--- src/rtl/pwe_pkg.sv ---
// Contract
// - seventeen lines pick one byte; hold during access
// - write needs select, write low, gate high
// - further page bytes use same write cycle
// - page bits 8 to 16 stay fixed
// - next write fall within 100 us
// - select from decode, shared gate and write
package pwe_pkg;
  localparam int CLK_NS = 5;
  localparam int LOC_W = 17;
  localparam int DATA_W = 8;
  localparam int PAGE_LSB = 8;
  localparam int PAGE_W = LOC_W - PAGE_LSB;
  localparam int PAGE_BYTES = 256;
  localparam int READ_NS = 250;
  localparam int READ_CYC = (READ_NS + CLK_NS - 1) / CLK_NS;
  localparam int FLOAT_NS = 50;
  localparam int FLOAT_CYC = (FLOAT_NS + CLK_NS - 1) / CLK_NS;
  localparam int SETUP_NS = 20;
  localparam int SETUP_CYC = (SETUP_NS + CLK_NS - 1) / CLK_NS;
  localparam int NOISE_NS = 10;
  localparam int PULSE_NS = 100;
  localparam int PULSE_CYC = (PULSE_NS + CLK_NS - 1) / CLK_NS;
  localparam int HOLD_NS = 20;
  localparam int HOLD_CYC = (HOLD_NS + CLK_NS - 1) / CLK_NS;
  localparam int LOAD_NS = 100000;
  localparam int LOAD_CYC = LOAD_NS / CLK_NS;
  localparam int LOAD_MARGIN_CYC = SETUP_CYC + 2;
  localparam int PROG_NS = 10000000;
  localparam int PROG_CYC = (PROG_NS + CLK_NS - 1) / CLK_NS;

  typedef struct packed {
    logic write;
    logic [LOC_W-1:0] loc;
    logic [DATA_W-1:0] data;
  } pwe_req_s;

  typedef struct packed {
    logic [LOC_W-1:0] byte_location_lines;
    logic [DATA_W-1:0] byte_lane_out;
    logic byte_lane_oe_b;
    logic chip_sel_b;
    logic out_gate_b;
    logic wr_strobe_b;
  } pwe_pins_s;

  typedef enum logic [5:0] {
    ST_IDLE = 6'h01,
    ST_RD = 6'h02,
    ST_FLOAT = 6'h04,
    ST_WSET = 6'h08,
    ST_WPULSE = 6'h10,
    ST_WHOLD = 6'h20
  } pwe_state_e;

  function automatic logic pwe_last(input logic [7:0] phase, input int n);
    pwe_last = (phase == 8'(n - 1));
  endfunction : pwe_last
endpackage : pwe_pkg

--- src/rtl/pwe_host.sv ---
`timescale 1ns/10ps
module pwe_host #(
  parameter int unsigned LOAD_CYC_P = pwe_pkg::LOAD_CYC,
  parameter int unsigned PROG_CYC_P = pwe_pkg::PROG_CYC
) (
  input wire logic mclk,
  input wire logic rst_b,
  input wire logic req_valid,
  input pwe_pkg::pwe_req_s req,
  output logic req_ready,
  output logic rd_valid,
  output logic [pwe_pkg::DATA_W-1:0] rd_data,
  output logic page_open,
  output pwe_pkg::pwe_pins_s pins,
  input wire logic [pwe_pkg::DATA_W-1:0] byte_lane_in
);
  import pwe_pkg::*;

  pwe_state_e state;
  logic [7:0] phase;
  logic [31:0] since_fall;
  logic [8:0] page_cnt;
  logic [PAGE_W-1:0] page_hi;
  logic window_ok;
  logic prog_done;
  logic fits;
  logic take;

  // a page takes more bytes only while it holds under 256 and the next write fall can still land inside the window
  assign window_ok = page_open && (since_fall + LOAD_MARGIN_CYC < LOAD_CYC_P)
                     && (page_cnt < 9'(PAGE_BYTES));
  assign prog_done = since_fall >= LOAD_CYC_P + PROG_CYC_P;
  assign fits = !page_open
                || (req.write && req.loc[LOC_W-1:PAGE_LSB] == page_hi && window_ok);
  assign take = (state == ST_IDLE) && req_valid && req_ready && fits;

  always_ff @(posedge mclk or negedge rst_b)
  begin
    if (!rst_b)
    begin
      state <= ST_IDLE;
      phase <= 8'h00;
    end
    else
    begin
      case (state)
        ST_IDLE:
        begin
          phase <= 8'h00;
          if (take)
            state <= req.write ? ST_WSET : ST_RD;
        end
        ST_RD:
        begin
          phase <= pwe_last(phase, READ_CYC) ? 8'h00 : phase + 8'h01;
          if (pwe_last(phase, READ_CYC))
            state <= ST_FLOAT;
        end
        ST_FLOAT:
        begin
          phase <= pwe_last(phase, FLOAT_CYC) ? 8'h00 : phase + 8'h01;
          if (pwe_last(phase, FLOAT_CYC))
            state <= ST_IDLE;
        end
        ST_WSET:
        begin
          phase <= pwe_last(phase, SETUP_CYC) ? 8'h00 : phase + 8'h01;
          if (pwe_last(phase, SETUP_CYC))
            state <= ST_WPULSE;
        end
        ST_WPULSE:
        begin
          phase <= pwe_last(phase, PULSE_CYC) ? 8'h00 : phase + 8'h01;
          if (pwe_last(phase, PULSE_CYC))
            state <= ST_WHOLD;
        end
        ST_WHOLD:
        begin
          phase <= pwe_last(phase, HOLD_CYC) ? 8'h00 : phase + 8'h01;
          if (pwe_last(phase, HOLD_CYC))
            state <= ST_IDLE;
        end
        default:
        begin
          state <= ST_IDLE;
          phase <= 8'h00;
        end
      endcase
    end
  end

  always_ff @(posedge mclk or negedge rst_b)
  begin
    if (!rst_b)
      req_ready <= 1'b0;
    else
      req_ready <= (state == ST_IDLE) && !take && (!page_open || window_ok || prog_done);
  end

  always_ff @(posedge mclk or negedge rst_b)
  begin
    if (!rst_b)
    begin
      pins.byte_location_lines <= '0;
      pins.byte_lane_out <= '0;
      pins.byte_lane_oe_b <= 1'b1;
      pins.chip_sel_b <= 1'b1;
      pins.out_gate_b <= 1'b1;
      pins.wr_strobe_b <= 1'b1;
    end
    else if (take)
    begin
      // address is set with select and held until the next request
      pins.byte_location_lines <= req.loc;
      pins.byte_lane_out <= req.data;
      pins.chip_sel_b <= 1'b0;
      pins.byte_lane_oe_b <= !req.write;
      pins.out_gate_b <= req.write;
    end
    else
    begin
      case (state)
        ST_RD:
          if (pwe_last(phase, READ_CYC))
          begin
            pins.chip_sel_b <= 1'b1;
            pins.out_gate_b <= 1'b1;
          end
        ST_WSET:
          if (pwe_last(phase, SETUP_CYC))
            pins.wr_strobe_b <= 1'b0;
        ST_WPULSE:
          if (pwe_last(phase, PULSE_CYC))
            pins.wr_strobe_b <= 1'b1;
        ST_WHOLD:
          if (pwe_last(phase, HOLD_CYC))
          begin
            pins.chip_sel_b <= 1'b1;
            pins.byte_lane_oe_b <= 1'b1;
          end
        default:
          pins.chip_sel_b <= pins.chip_sel_b;
      endcase
    end
  end

  always_ff @(posedge mclk or negedge rst_b)
  begin
    if (!rst_b)
    begin
      rd_valid <= 1'b0;
      rd_data <= '0;
    end
    else
    begin
      rd_valid <= (state == ST_RD) && pwe_last(phase, READ_CYC);
      if ((state == ST_RD) && pwe_last(phase, READ_CYC))
        rd_data <= byte_lane_in;
    end
  end

  always_ff @(posedge mclk or negedge rst_b)
  begin
    if (!rst_b)
    begin
      since_fall <= 32'h0000_0000;
      page_open <= 1'b0;
      page_cnt <= 9'h000;
      page_hi <= '0;
    end
    else if ((state == ST_WSET) && pwe_last(phase, SETUP_CYC))
    begin
      since_fall <= 32'h0000_0000;
      page_open <= 1'b1;
      page_cnt <= page_open ? page_cnt + 9'h001 : 9'h001;
      if (!page_open)
        page_hi <= pins.byte_location_lines[LOC_W-1:PAGE_LSB];
    end
    else
    begin
      if (since_fall != 32'hFFFF_FFFF)
        since_fall <= since_fall + 32'h0000_0001;
      // the device finishes on its own; the page is only released after the worst case
      if (page_open && prog_done)
      begin
        page_open <= 1'b0;
        page_cnt <= 9'h000;
      end
    end
  end
endmodule : pwe_host

--- config.mk ---
export PLATFORM = sky130hd
export DESIGN_NAME = pwe_host
export DESIGN_NICKNAME = d
export VERILOG_FILES = /design/src/rtl/pwe_pkg.sv /design/src/rtl/pwe_host.sv
export SDC_FILE = /design/constraint.sdc
export NUM_CORES = 1
export LEC_CHECK = 0
export BUFFER_PORTS_ARGS = -buffer_cell sky130_fd_sc_hd__buf_2
export CORE_MARGIN = 3
export CORE_UTILIZATION = 56
export CTS_CLUSTER_DIAMETER = 100
export DETAILED_ROUTE_END_ITERATION = 7
export GPL_TIMING_DRIVEN = 1
export HOLD_SLACK_MARGIN = 0.1
export PLACE_DENSITY = 0.78
export SYNTH_ARGS = -nofsm -noshare
export SYNTH_HDL_FRONTEND = slang
export SYNTH_SLANG_ARGS = --single-unit
--- constraint.sdc ---
create_clock -name mclk -period 5.25 [get_ports mclk]
set_clock_uncertainty 0.1 [all_clocks]
set_input_delay 0.7875 -clock mclk [delete_from_list [all_inputs] [get_ports mclk]]
set_output_delay 0.7875 -clock mclk [all_outputs]
set_load 0.05 [all_outputs]
==> metrics.md, run 1 <==
| Metric | Value |
|---|---|
| Number of post-CTS setup repair buffers | 0 |
| CTS tree | yes |
| Worst Path Arrival | 3.27 ns |
| Top layer in use | met4 |
| Synth warnings | 0 |
| Final Instance Area | 6140 sq um |
| First-pass GRT wire length | 20.1 mm |
| Top cell type's share of synthesized area | 0.451 |
| Wire per inst | 16.4 um |
| FF-to-FF setup slack | 2.16 ns |
| Met3 WL post-DR | 758 um |
| Reg2reg path depth | 9 |
| Largest family of logic cells by synthesized area | simple AND/OR/NAND/NOR gates |
| Final period util | 0.588 |
| Worst-path clk slew | approximately 0.12 ns |
| R2r endpoint | pins[5] |
| Clock Tree Buf Depth | 2 |
| Nets | 631 |
| Worst Setup End Kind | flip-flop |
| Status | finished clean |
| RD Place Congestion | around 1.1 |
| CP startpoint | since_fall[5] |
| Accumulated negative setup slack | 0 ns |
| Vias in the first global route | approximately 4,200 |
| Main area contributors after synthesis | dfrtp_1 45%, mux2_4 6.3%, nor2_1 5.1% |
| Crit Path Category | flip-flop to flip-flop |
| CTS Buf Count | 9 |
| Post-Route WL | about 12 mm |
| Relative slew slack | 0.467 |
| # hold bufs at CTS | 0 |
| Most frequent cells in the layout | 99 x dfrtp_1, 75 x buf_2, 74 x nor2_1 |
| Gr ovfl total | 0 |
| Metal2 WL | 5.78 mm |
| Clock latency on the worst-skew pair | 0.39 ns |
| Commonest non-fill, non-tap cell in the layout | dfrtp_1 |
| Max-Cap Viols | 0 |
| Largest net degree at the start of global routing | 64 |
| Metal-1 WL | just over 5 mm |
| Final setup vio count | 0 |
| ANT nets after route | 0 |
| Min Tclk post-route | 3.09 ns |
| Pins Over Slew Limit | 0 |
| Post-synth EDFFs | 0 |
| DR pass1 iterations | 5 |
| Num ports | 77 |
| Gr usage total | 0.221 |
| Post-DP Area | 5930 sq um |
| Worst Tran Pin Value | 0.796 ns |
| CORE AREA | 9370 sq um |
| Async set-reset flop share out of synthesis | 1.00 |
| Worst VDD drop | 0.000357 V |
| DR vias/cell | 5.89 |
| Layout Utilization | 0.655 |
| Synth Area in Adders | 0.00912 |
| Avg Cell Area, Syn | 10.4 sq um |
| Die Y | roughly 110 um |
| Critical path peak fanout | 32 |
| Number of port buffers | 76 |
| Static Leak | 2.78 nW |
| Complex-gate fraction of the synthesized area | 0.0761 |
| Die W | 105 um |
| Syn Std Cell Area | around 5500 sq um |
| Routed vias | ~4,300 |
| Worst Hold Class | input port to asynchronous set/reset pin |
| # DRC | 0 |
| # clock sinks | between 100 and 150 |
| Endpoints failing hold | 0 |
| Layout area overhead | 11.9% |
| Initial Utilization | 0.586 |
| Post-synthesis sequential area ratio | 0.475 |
| H-tree levels | 3 |
| Area leader, netlist | dfrtp_1 |
| Netlist cell types | 59 |
| Power Density | 398 nW/um^2 |
| Xor/xnor share of the synthesized area | 0.0782 |
| Initial drt markers | 346 |
| # diodes | 0 |
| Detailed placement HPWL | 8.52 mm |
| RSZ-0062 raised after global routing | no |
| Post-synthesis cell count | 529 |
| Std-Cell Rows | 35 |
| Worst EP required | 5.44 ns |
| Register bit total from synthesis | 104 |
| Worst r2r src | since_fall[5] |
| Top FF cell, synth | dfrtp_1 |
| Initial antenna violation count | 0 |
| Cts repair resizes | 0 |
| Post-synthesis mux area share | 0.109 |
| Total die area | 11,000 sq um |
| Synth Net Count | 570 |
| Root Driver | clkbuf_8 |
| Share of cells above drive strength 1 | 0.264 |
| Startpoint Class | flip-flop |
| Simple-Gate Fraction of Synth Area | 0.222 |
| Power, Total | 2.45 mW |
| Highest clock rate | 324 MHz |
==> worst max-delay path, stage by stage, from the launching register on <==
cell     delay, ns
dfrtp_1       0.50
nand4_4       0.22
nor4_4        0.42
or3_1         0.16
a21oi_1       0.06
o31ai_1       0.40
nor4_4        0.10
a31oi_4       0.16
buf_4         0.45
mux2_2        0.40
==> how the worst max path moves through the flow <==
stage,end,cells past startpoint
4_1_cts,pins[5],9
5_1_grt,pins[5],9
3_3_place_gp,pins[5],9
2_1_floorplan,pins[10],9
6_report,pins[5],9
3_5_place_dp,pins[5],9
==> state kept, by name, indices dropped and copies added, names as in the netlist <==
register	count
page_cnt	9
page_hi	9
page_open	1
phase	8
pins	29
rd_data	8
rd_valid	1
req_ready	1
since_fall	32
state	6
==> power by group <==
part	internal [mW]	total [mW]	switching [mW]
logic	0.304	0.898	0.594
clock network	0.191	0.514	0.323
registers	0.937	1.03	0.0964
==> cell type report <==
type | instances | area, sq um
well taps | 129 | 161
inverters | 9 | 33.8
flip-flops and latches | 104 | 2610
fillers | 797 | 3230
multi-input cells | 387 | 2720
clock buffers | 9 | 124
clock inverters | 7 | 91.3
repair buffers | 79 | 405
==> per-layer routing <==
| metal | vias to the layer above | track usage |
|---|---|---|
| met5 | - | 0 |
| met4 | 0 | 0.0515 |
| met3 | 27 | 0.0463 |
| met2 | 151 | 0.352 |
| met1 | 2095 | 0.312 |
| li1 | 1994 | - |
==> metrics by stage <==
step                      hold slack [ns]  instances  setup slack, ns
after detailed placement            0.390        708             2.16
after global routing                0.300        724             1.92
after CTS                           0.287        724             2.14
after floorplan                     0.361        529             2.63
final                               0.270        724             2.16
after global placement              0.385        708             2.26
==> logic make-up (layout without fill, tap and decap cells) <==
group           count (synthesis)  in the layout
compound gates                 64             64
flops                         104            104
simple gates                  224            224
xor+xnor                       49             49
buf+inv                        38            104
fa+ha+maj                       4              4
mux                            46             46
==> synth_stat cells, types with 6 or more instances <==
cell type and instances:
o21ai_0 24, nand2_1 30, inv_1 9, nor3_1 13, nor2_1 74, clkbuf_1 21, xnor2_1 27, nand3_1 30
a21oi_1 12, mux2_2 19, mux2_4 23, and3_1 6, nor4_1 12, nand4_1 19, dfrtp_1 99, xor2_1 22
Power figures use the tool's default switching activity.
==> run 2: changes to the inputs <==
CORE_UTILIZATION = 52   (was 56)
PLACE_DENSITY = 0.76   (was 0.78)
clock period = 2.8 ns   (was 5.25 ns; I/O delays follow)
==> run 2 against run 1 <==
Clock-buffer cell count did not move. Die area up 7.2%. Flip-flop and latch count unchanged. Non-clock buffer count rose by 47. First-iteration DRC count fell by 11%. Critical path depth increased by 2. Final cell count is 7.0% higher. Worst hold slack lost 0.13 ns. Register-to-register slack lost 2.2 ns. Sequential power up 87%. Fmax up 10%. Design area increased by 7.9%. Critical path type unchanged.
==> metrics.md, run 2 (synthesis results as in run 1) <==
| Metric | Value |
|---|---|
| Status | finished clean (unchanged) |
| # clock sinks | 104 (unchanged) |
| FF-to-FF setup slack | 0.001 ns (was 2.16 ns) |
| Gr usage total | 0.225 (was 0.221) |
| Detailed placement HPWL | 9.33 mm (was 8.52 mm) |
| Post-DP Area | 6270 sq um (was 5930 sq um) |
| CP startpoint | since_fall[10] (was since_fall[5]) |
| Pins Over Slew Limit | 0 (unchanged) |
| Number of flip-flops in the largest register | 32 (unchanged) |
| Startpoint Class | flip-flop (unchanged) |
| Final setup vio count | 0 (unchanged) |
| Vias in the first global route | 4,316 (was 4,152) |
| Worst Hold Class | input port to flip-flop (was input port to asynchronous set/reset pin) |
| Reg2reg path depth | 11 (was 9) |
| Post-layout worst setup margin | 0.00139 ns (was 2.16 ns) |
| # DRC | 0 (unchanged) |
| Worst Path Arrival | 2.98 ns (was 3.27 ns) |
| Worst Tran Pin Value | 0.633 ns (was 0.796 ns) |
| Switching part of the total power | 0.403 (was 0.415) |
| Power, Total | 4.72 mW (was 2.45 mW) |
| Min Tclk post-route | 2.80 ns (was 3.09 ns) |
| Worst EP required | 2.98 ns (was 5.44 ns) |
| Initial antenna violation count | 0 (unchanged) |
| # diodes | 0 (unchanged) |
| Reg power frac | 0.410 (was 0.423) |
| Std-Cell Rows | 36 (was 35) |
| Final period util | 1.00 (was 0.588) |
| Accumulated negative setup slack | 0 ns (unchanged) |
| Largest net degree at the start of global routing | 83 (was 64) |
| Post-Route WL | 12.8 mm (was 11.9 mm) |
| Initial drt markers | 309 (was 346) |
| CTS Buf Count | 9 (unchanged) |
| Critical path, cell by cell | nand4_1 > buf_6 > nor4_4 > buf_4 > nand3_1 > o21ai_1 > a32oi_1 > nor4_4 > a31oi_4 > buf_12 > mux2_4 (was nand4_4 > nor4_4 > or3_1 > a21oi_1 > o31ai_1 > nor4_4 > a31oi_4 > buf_4 > mux2_2) |
| Power Density | 712 nW/um^2 (was 398 nW/um^2) |
| WP depth | 11 (was 9) |
| H-tree levels | 3 (unchanged) |
| Wire per inst | 16.5 um (was 16.4 um) |
| Top flop regs | since_fall x32, pins x29 (unchanged) |
| First-pass GRT wire length | 21.0 mm (was 20.1 mm) |
| Endpoints failing hold | 0 (unchanged) |
| Clock Power Share | 0.215 (was 0.210) |
| Worst Setup End Kind | flip-flop (unchanged) |
| Root Driver | clkbuf_8 (unchanged) |
| Worst-path clk slew | 0.11 ns (was 0.12 ns) |
| WHS | 0.140 ns (was 0.270 ns) |
| Commonest non-fill, non-tap cell in the layout | dfrtp_1 (unchanged) |
| Final Instance Area | 6630 sq um (was 6140 sq um) |
| RSZ-0062 raised after global routing | yes (was no) |
| Largest register by flop count | since_fall (unchanged) |
| R2r endpoint | pins[24] (was pins[5]) |
| Hold path endpoint | pins[3] |
| Pre-CTS setup slack | -0.0785 ns (was 2.16 ns) |
| Non-filler cells, final | 775 (was 724) |
| Inst Count DP | 751 (was 708) |
| Routed vias | 4,435 (was 4,267) |
| RD Place Congestion | 0.910 (was 1.08) |
| Combinational share of power | 0.375 (was 0.367) |
| Nets | 678 (was 631) |
| Number of port buffers | 76 (unchanged) |
| Critical path peak fanout | 14 (was 32) |
| ANT nets after route | 0 (unchanged) |
| Slowest-stage cell, CP | dfrtp_1 (unchanged) |
| DR pass1 iterations | 5 (unchanged) |
| Gr ovfl total | 0 (unchanged) |
| CORE AREA | 10000 sq um (was 9370 sq um) |
| CTS tree | yes (unchanged) |
| Crit Path Category | flip-flop to flip-flop (unchanged) |
| Initial Utilization | 0.549 (was 0.586) |
| Most frequent cells in the layout | 93 x dfrtp_1, 75 x buf_2, 73 x nor2_1 (was 99 x dfrtp_1, 75 x buf_2, 74 x nor2_1) |
| Die W | 109 um (was 105 um) |
| P_int | 2.82 mW (was 1.43 mW) |
| DR vias/cell | 5.72 (was 5.89) |
| Crit-path max cell delay | 0.42 ns (was 0.50 ns) |
| Layout Utilization | 0.663 (was 0.655) |
| Die Y | 109 um (was 105 um) |
| Layout area overhead | 20.7% (was 11.9%) |
| Top cell by count, worst path | nor4_4 (unchanged) |
| Hold path depth | 2 |
| CP top delay family | simple AND/OR/NAND/NOR gates (unchanged) |
| Relative slew slack | 0.577 (was 0.467) |
| Max-Cap Viols | 0 (unchanged) |
| NetSw | 1.90 mW (was 1.01 mW) |
| Clock latency on the worst-skew pair | 0.39 ns (about the same) |
| Worst VDD drop | 0.000788 V (was 0.000357 V) |
| Worst path bufs/invs | 3 (was 1) |
| Num ports | 77 (unchanged) |
| Highest clock rate | 357 MHz (was 324 MHz) |
| Hold path startpoint | req[25] |
| Worst r2r src | since_fall[10] (was since_fall[5]) |
| Static Leak | 3.07 nW (was 2.78 nW) |
| Total die area | 11,800 sq um (was 11,000 sq um) |
| Clock Tree Buf Depth | 2 (unchanged) |
| Share of cells above drive strength 1 | 0.340 (was 0.264) |
## run 2: cell type report
| class | count | area, sq um |
|---|---|---|
| clock inverter | 7 | 93.8 |
| fill | 809 | 3370 |
| timing repair buffer | 126 | 815 |
| inverter | 9 | 33.8 |
| tap | 133 | 166 |
| sequential | 104 | 2620 |
| multi-input combinational | 387 | 2780 |
| clock buffer | 9 | 124 |
## run 2: worst register-to-register path, cell delays in order (launching register included)
cell and delay, ns:
dfrtp_1 0.42, nand4_1 0.16, buf_6 0.18, nor4_4 0.35
buf_4 0.19, nand3_1 0.07, o21ai_1 0.07, a32oi_1 0.10
nor4_4 0.38, a31oi_4 0.18, buf_12 0.20, mux2_4 0.31
## run 2: layer usage
layer,vias to the layer above,part of all wire,GRT usage
met5,-,0,0
met4,0,0.017,0.0640
met3,16,0.051,0.0527
met2,138,0.49,0.364
met1,2193,0.44,0.303
li1,2088,-,-
## run 2: power groups by stage
stage | Combinational (mW) | Clock (mW) | Sequential, mW
2_1_floorplan | 0.608 | 0 | 2.67
3_3_place_gp | 1.74 | 0 | 1.94
3_5_place_dp | 1.78 | 0 | 1.95
4_1_cts | 1.78 | 1.04 | 1.93
5_1_grt | 1.85 | 1.11 | 1.97
6_report | 1.77 | 1.02 | 1.93
## run 2: how the worst max path moves through the flow
stage,to,slack [ns]
final,pins[24],0.001
after global routing,pins[24],-0.12
after CTS,pins[24],0.04
after detailed placement,pins[24],-0.08
after global placement,pins[10],0.009
after floorplan,pins[10],0.18
## run 2: repair_timing
action,in CTS,in global routing
setup endpoints to repair,25,42
resized for setup,1,20
endpoints found under the hold margin,22,0
cloned,0,0
pin swaps,3,8
hold buffers,1,0
buffers inserted,1,6
==> run 3: changes to the inputs <==
CORE_UTILIZATION = 54   (was 52)
CTS_BUF_LIST = sky130_fd_sc_hd__clkbuf_2   (was unset)
PLACE_DENSITY = 0.79   (was 0.76)
==> run 3 against run 2 <==
The flow now finishes with violations (negative setup slack). Routed wire length up 26%. Global-route usage up 4.8 points. Non-clock buffer count up 55. Sequential share of layout area down 2.9 points. First-iteration DRC count up 22%. Flip-flop and latch count unchanged. Critical path depth unchanged. Register-to-register slack worse by 0.06 ns. Fmax down 2.0%. Clock power down 26%. Via count up 10%.
==> metrics.md, run 3 (synthesis results as in run 1) <==
| Metric | Value |
|---|---|
| Most frequent cells in the layout | 92 x dfrtp_1, 75 x buf_2, 72 x nor2_1 (was 93 x dfrtp_1, 75 x buf_2, 73 x nor2_1) |
| RD Place Congestion | 1.02 (was 0.910) |
| Critical path, cell by cell | nand4_1 > nor4_4 > buf_6 > a31oi_1 > o22ai_1 > nor4_2 > buf_4 > a31oi_4 > buf_12 > buf_12 > mux2_4 (was nand4_1 > buf_6 > nor4_4 > buf_4 > nand3_1 > o21ai_1 > a32oi_1 > nor4_4 > a31oi_4 > buf_12 > mux2_4) |
| Num ports | 77 (unchanged) |
| Highest clock rate | 350 MHz (was 357 MHz) |
| ANT nets after route | 0 (unchanged) |
| Max-Cap Viols | 0 (unchanged) |
| Die Y | 107 um (was 109 um) |
| Accumulated negative setup slack | -0.802 ns (was 0 ns) |
| # DRC | 0 (unchanged) |
| Slowest-stage cell, CP | dfrtp_2 (was dfrtp_1) |
| Relative slew slack | 0.622 (was 0.577) |
| Inst Count DP | 760 (was 751) |
| Worst path bufs/invs | 4 (was 3) |
| Share of cells above drive strength 1 | 0.357 (was 0.340) |
| CTS tree | yes (unchanged) |
| Worst VDD drop | 0.000828 V (was 0.000788 V) |
| Commonest non-fill, non-tap cell in the layout | dfrtp_1 (unchanged) |
| Layout area overhead | 30.3% (was 20.7%) |
| Total die area | 11,400 sq um (was 11,800 sq um) |
| H-tree levels | 3 (unchanged) |
| Crit-path max cell delay | 0.50 ns (was 0.42 ns) |
| Gr usage total | 0.273 (was 0.225) |
| # clock sinks | 104 (unchanged) |
| Initial drt markers | 376 (was 309) |
| Worst Hold Class | input port to asynchronous set/reset pin (was input port to flip-flop) |
| Number of port buffers | 76 (unchanged) |
| Worst Path Arrival | 3.34 ns (was 2.98 ns) |
| Top flop regs | since_fall x32, pins x29 (unchanged) |
| Endpoints failing hold | 0 (unchanged) |
| Top cell by count, worst path | buf_12 (was nor4_4) |
| Nets | 733 (was 678) |
| Final period util | 1.02 (was 1.00) |
| Min Tclk post-route | 2.86 ns (was 2.80 ns) |
| Routed vias | 4,879 (was 4,435) |
| Worst Tran Pin Value | 0.566 ns (was 0.633 ns) |
| Std-Cell Rows | 36 (unchanged) |
| Initial Utilization | 0.559 (was 0.549) |
| CORE AREA | 9820 sq um (was 10000 sq um) |
| Static Leak | 3.33 nW (was 3.07 nW) |
| Failing checks | negative setup slack |
| Pins Over Slew Limit | 0 (unchanged) |
| Root Driver | clkbuf_2 (was clkbuf_8) |
| CTS Buf Count | 9 (unchanged) |
| Worst EP required | 3.28 ns (was 2.98 ns) |
| Worst Setup End Kind | flip-flop (unchanged) |
| Largest register by flop count | since_fall (unchanged) |
| DR vias/cell | 5.88 (was 5.72) |
| Worst-path clk slew | 0.33 ns (was 0.11 ns) |
| Post-Route WL | 16.2 mm (was 12.8 mm) |
| Layout Utilization | 0.729 (was 0.663) |
| First-pass GRT wire length | 24.5 mm (was 21.0 mm) |
| RSZ-0062 raised after global routing | yes (unchanged) |
| Detailed placement HPWL | 9.92 mm (was 9.33 mm) |
| Non-filler cells, final | 830 (was 775) |
| Power Density | 659 nW/um^2 (was 712 nW/um^2) |
| Initial antenna violation count | 0 (unchanged) |
| Crit Path Category | flip-flop to flip-flop (unchanged) |
| Largest net degree at the start of global routing | 44 (was 83) |
| Clock Tree Buf Depth | 2 (unchanged) |
| DR pass1 iterations | 5 (unchanged) |
| Post-layout worst setup margin | -0.0559 ns (was 0.00139 ns) |
| # diodes | 0 (unchanged) |
| CP top delay family | simple AND/OR/NAND/NOR gates (unchanged) |
| Vias in the first global route | 4,792 (was 4,316) |
| Gr ovfl total | 0 (unchanged) |
| Startpoint Class | flip-flop (unchanged) |
| Die W | 107 um (was 109 um) |
| Number of flip-flops in the largest register | 32 (unchanged) |
| Status | finished, violations left (was finished clean) |
| Wire per inst | 19.5 um (was 16.5 um) |
| Clock latency on the worst-skew pair | 0.65 ns (was 0.39 ns) |
| Critical path peak fanout | 7 (was 14) |
| Final setup vio count | 25 (was 0) |
run 3: area by class of cell:
class                   instances  area, sq um
clock buffers                  10         50.0
repair buffers                181         1380
flip-flops and latches        104         2620
fillers                       684         2670
inverters                       9         33.8
multi-input cells             387         2840
clock inverters                 6         73.8
well taps                     133          166
run 3: repair_timing:
item                                   in CTS  in global routing
buffers inserted                            1                 14
hold buffers                               36                  0
resized for setup                           1                 35
endpoints found under the hold margin     138                  0
setup endpoints to repair                  25                 40
cloned                                      0                  3
pin swaps                                   3                  6
run 3: worst paths after layout:
check                                     from     endpoint  slack [ns]  depth (start not counted)
worst max-delay path            since_fall[13]     pins[19]       -0.06                         11
worst min-delay path                     rst_b   page_hi[5]        0.14                          2
worst max register to register  since_fall[13]     pins[19]       -0.06                         11
worst min register to register     page_cnt[5]  page_cnt[5]        0.43                          1
max in group asynchronous                rst_b      pins[0]        1.71                          3
min in group mclk                      req[25]      pins[3]        0.37                          3
run 3: routing by layer:
metal,part of all wire,track usage
met1,0.38,0.340
met2,0.52,0.466
met3,0.060,0.0584
met4,0.037,0.102
met5,0,0
run 3: metrics by stage:
stage | hold slack (ns) | setup WS [ns] | power (mW) | instance area [sq um]
6_report | 0.138 | -0.0559 | 4.71 | 7150
5_1_grt | 0.136 | -0.150 | 4.88 | 7150
4_1_cts | 0.147 | 0.0110 | 4.54 | 6830
3_5_place_dp | 0.344 | -0.0354 | 3.75 | 6330
3_3_place_gp | 0.334 | -0.0302 | 3.68 | 6330
2_1_floorplan | 0.0244 | 0.177 | 3.28 | 5490
run 3: power breakdown:
part | internal (mW) | total [mW] | switching [mW] | leakage, nW
Combinational | 0.732 | 1.98 | 1.25 | 1.90
Clock | 0.222 | 0.757 | 0.536 | 0.0711
Sequential | 1.76 | 1.98 | 0.215 | 1.35
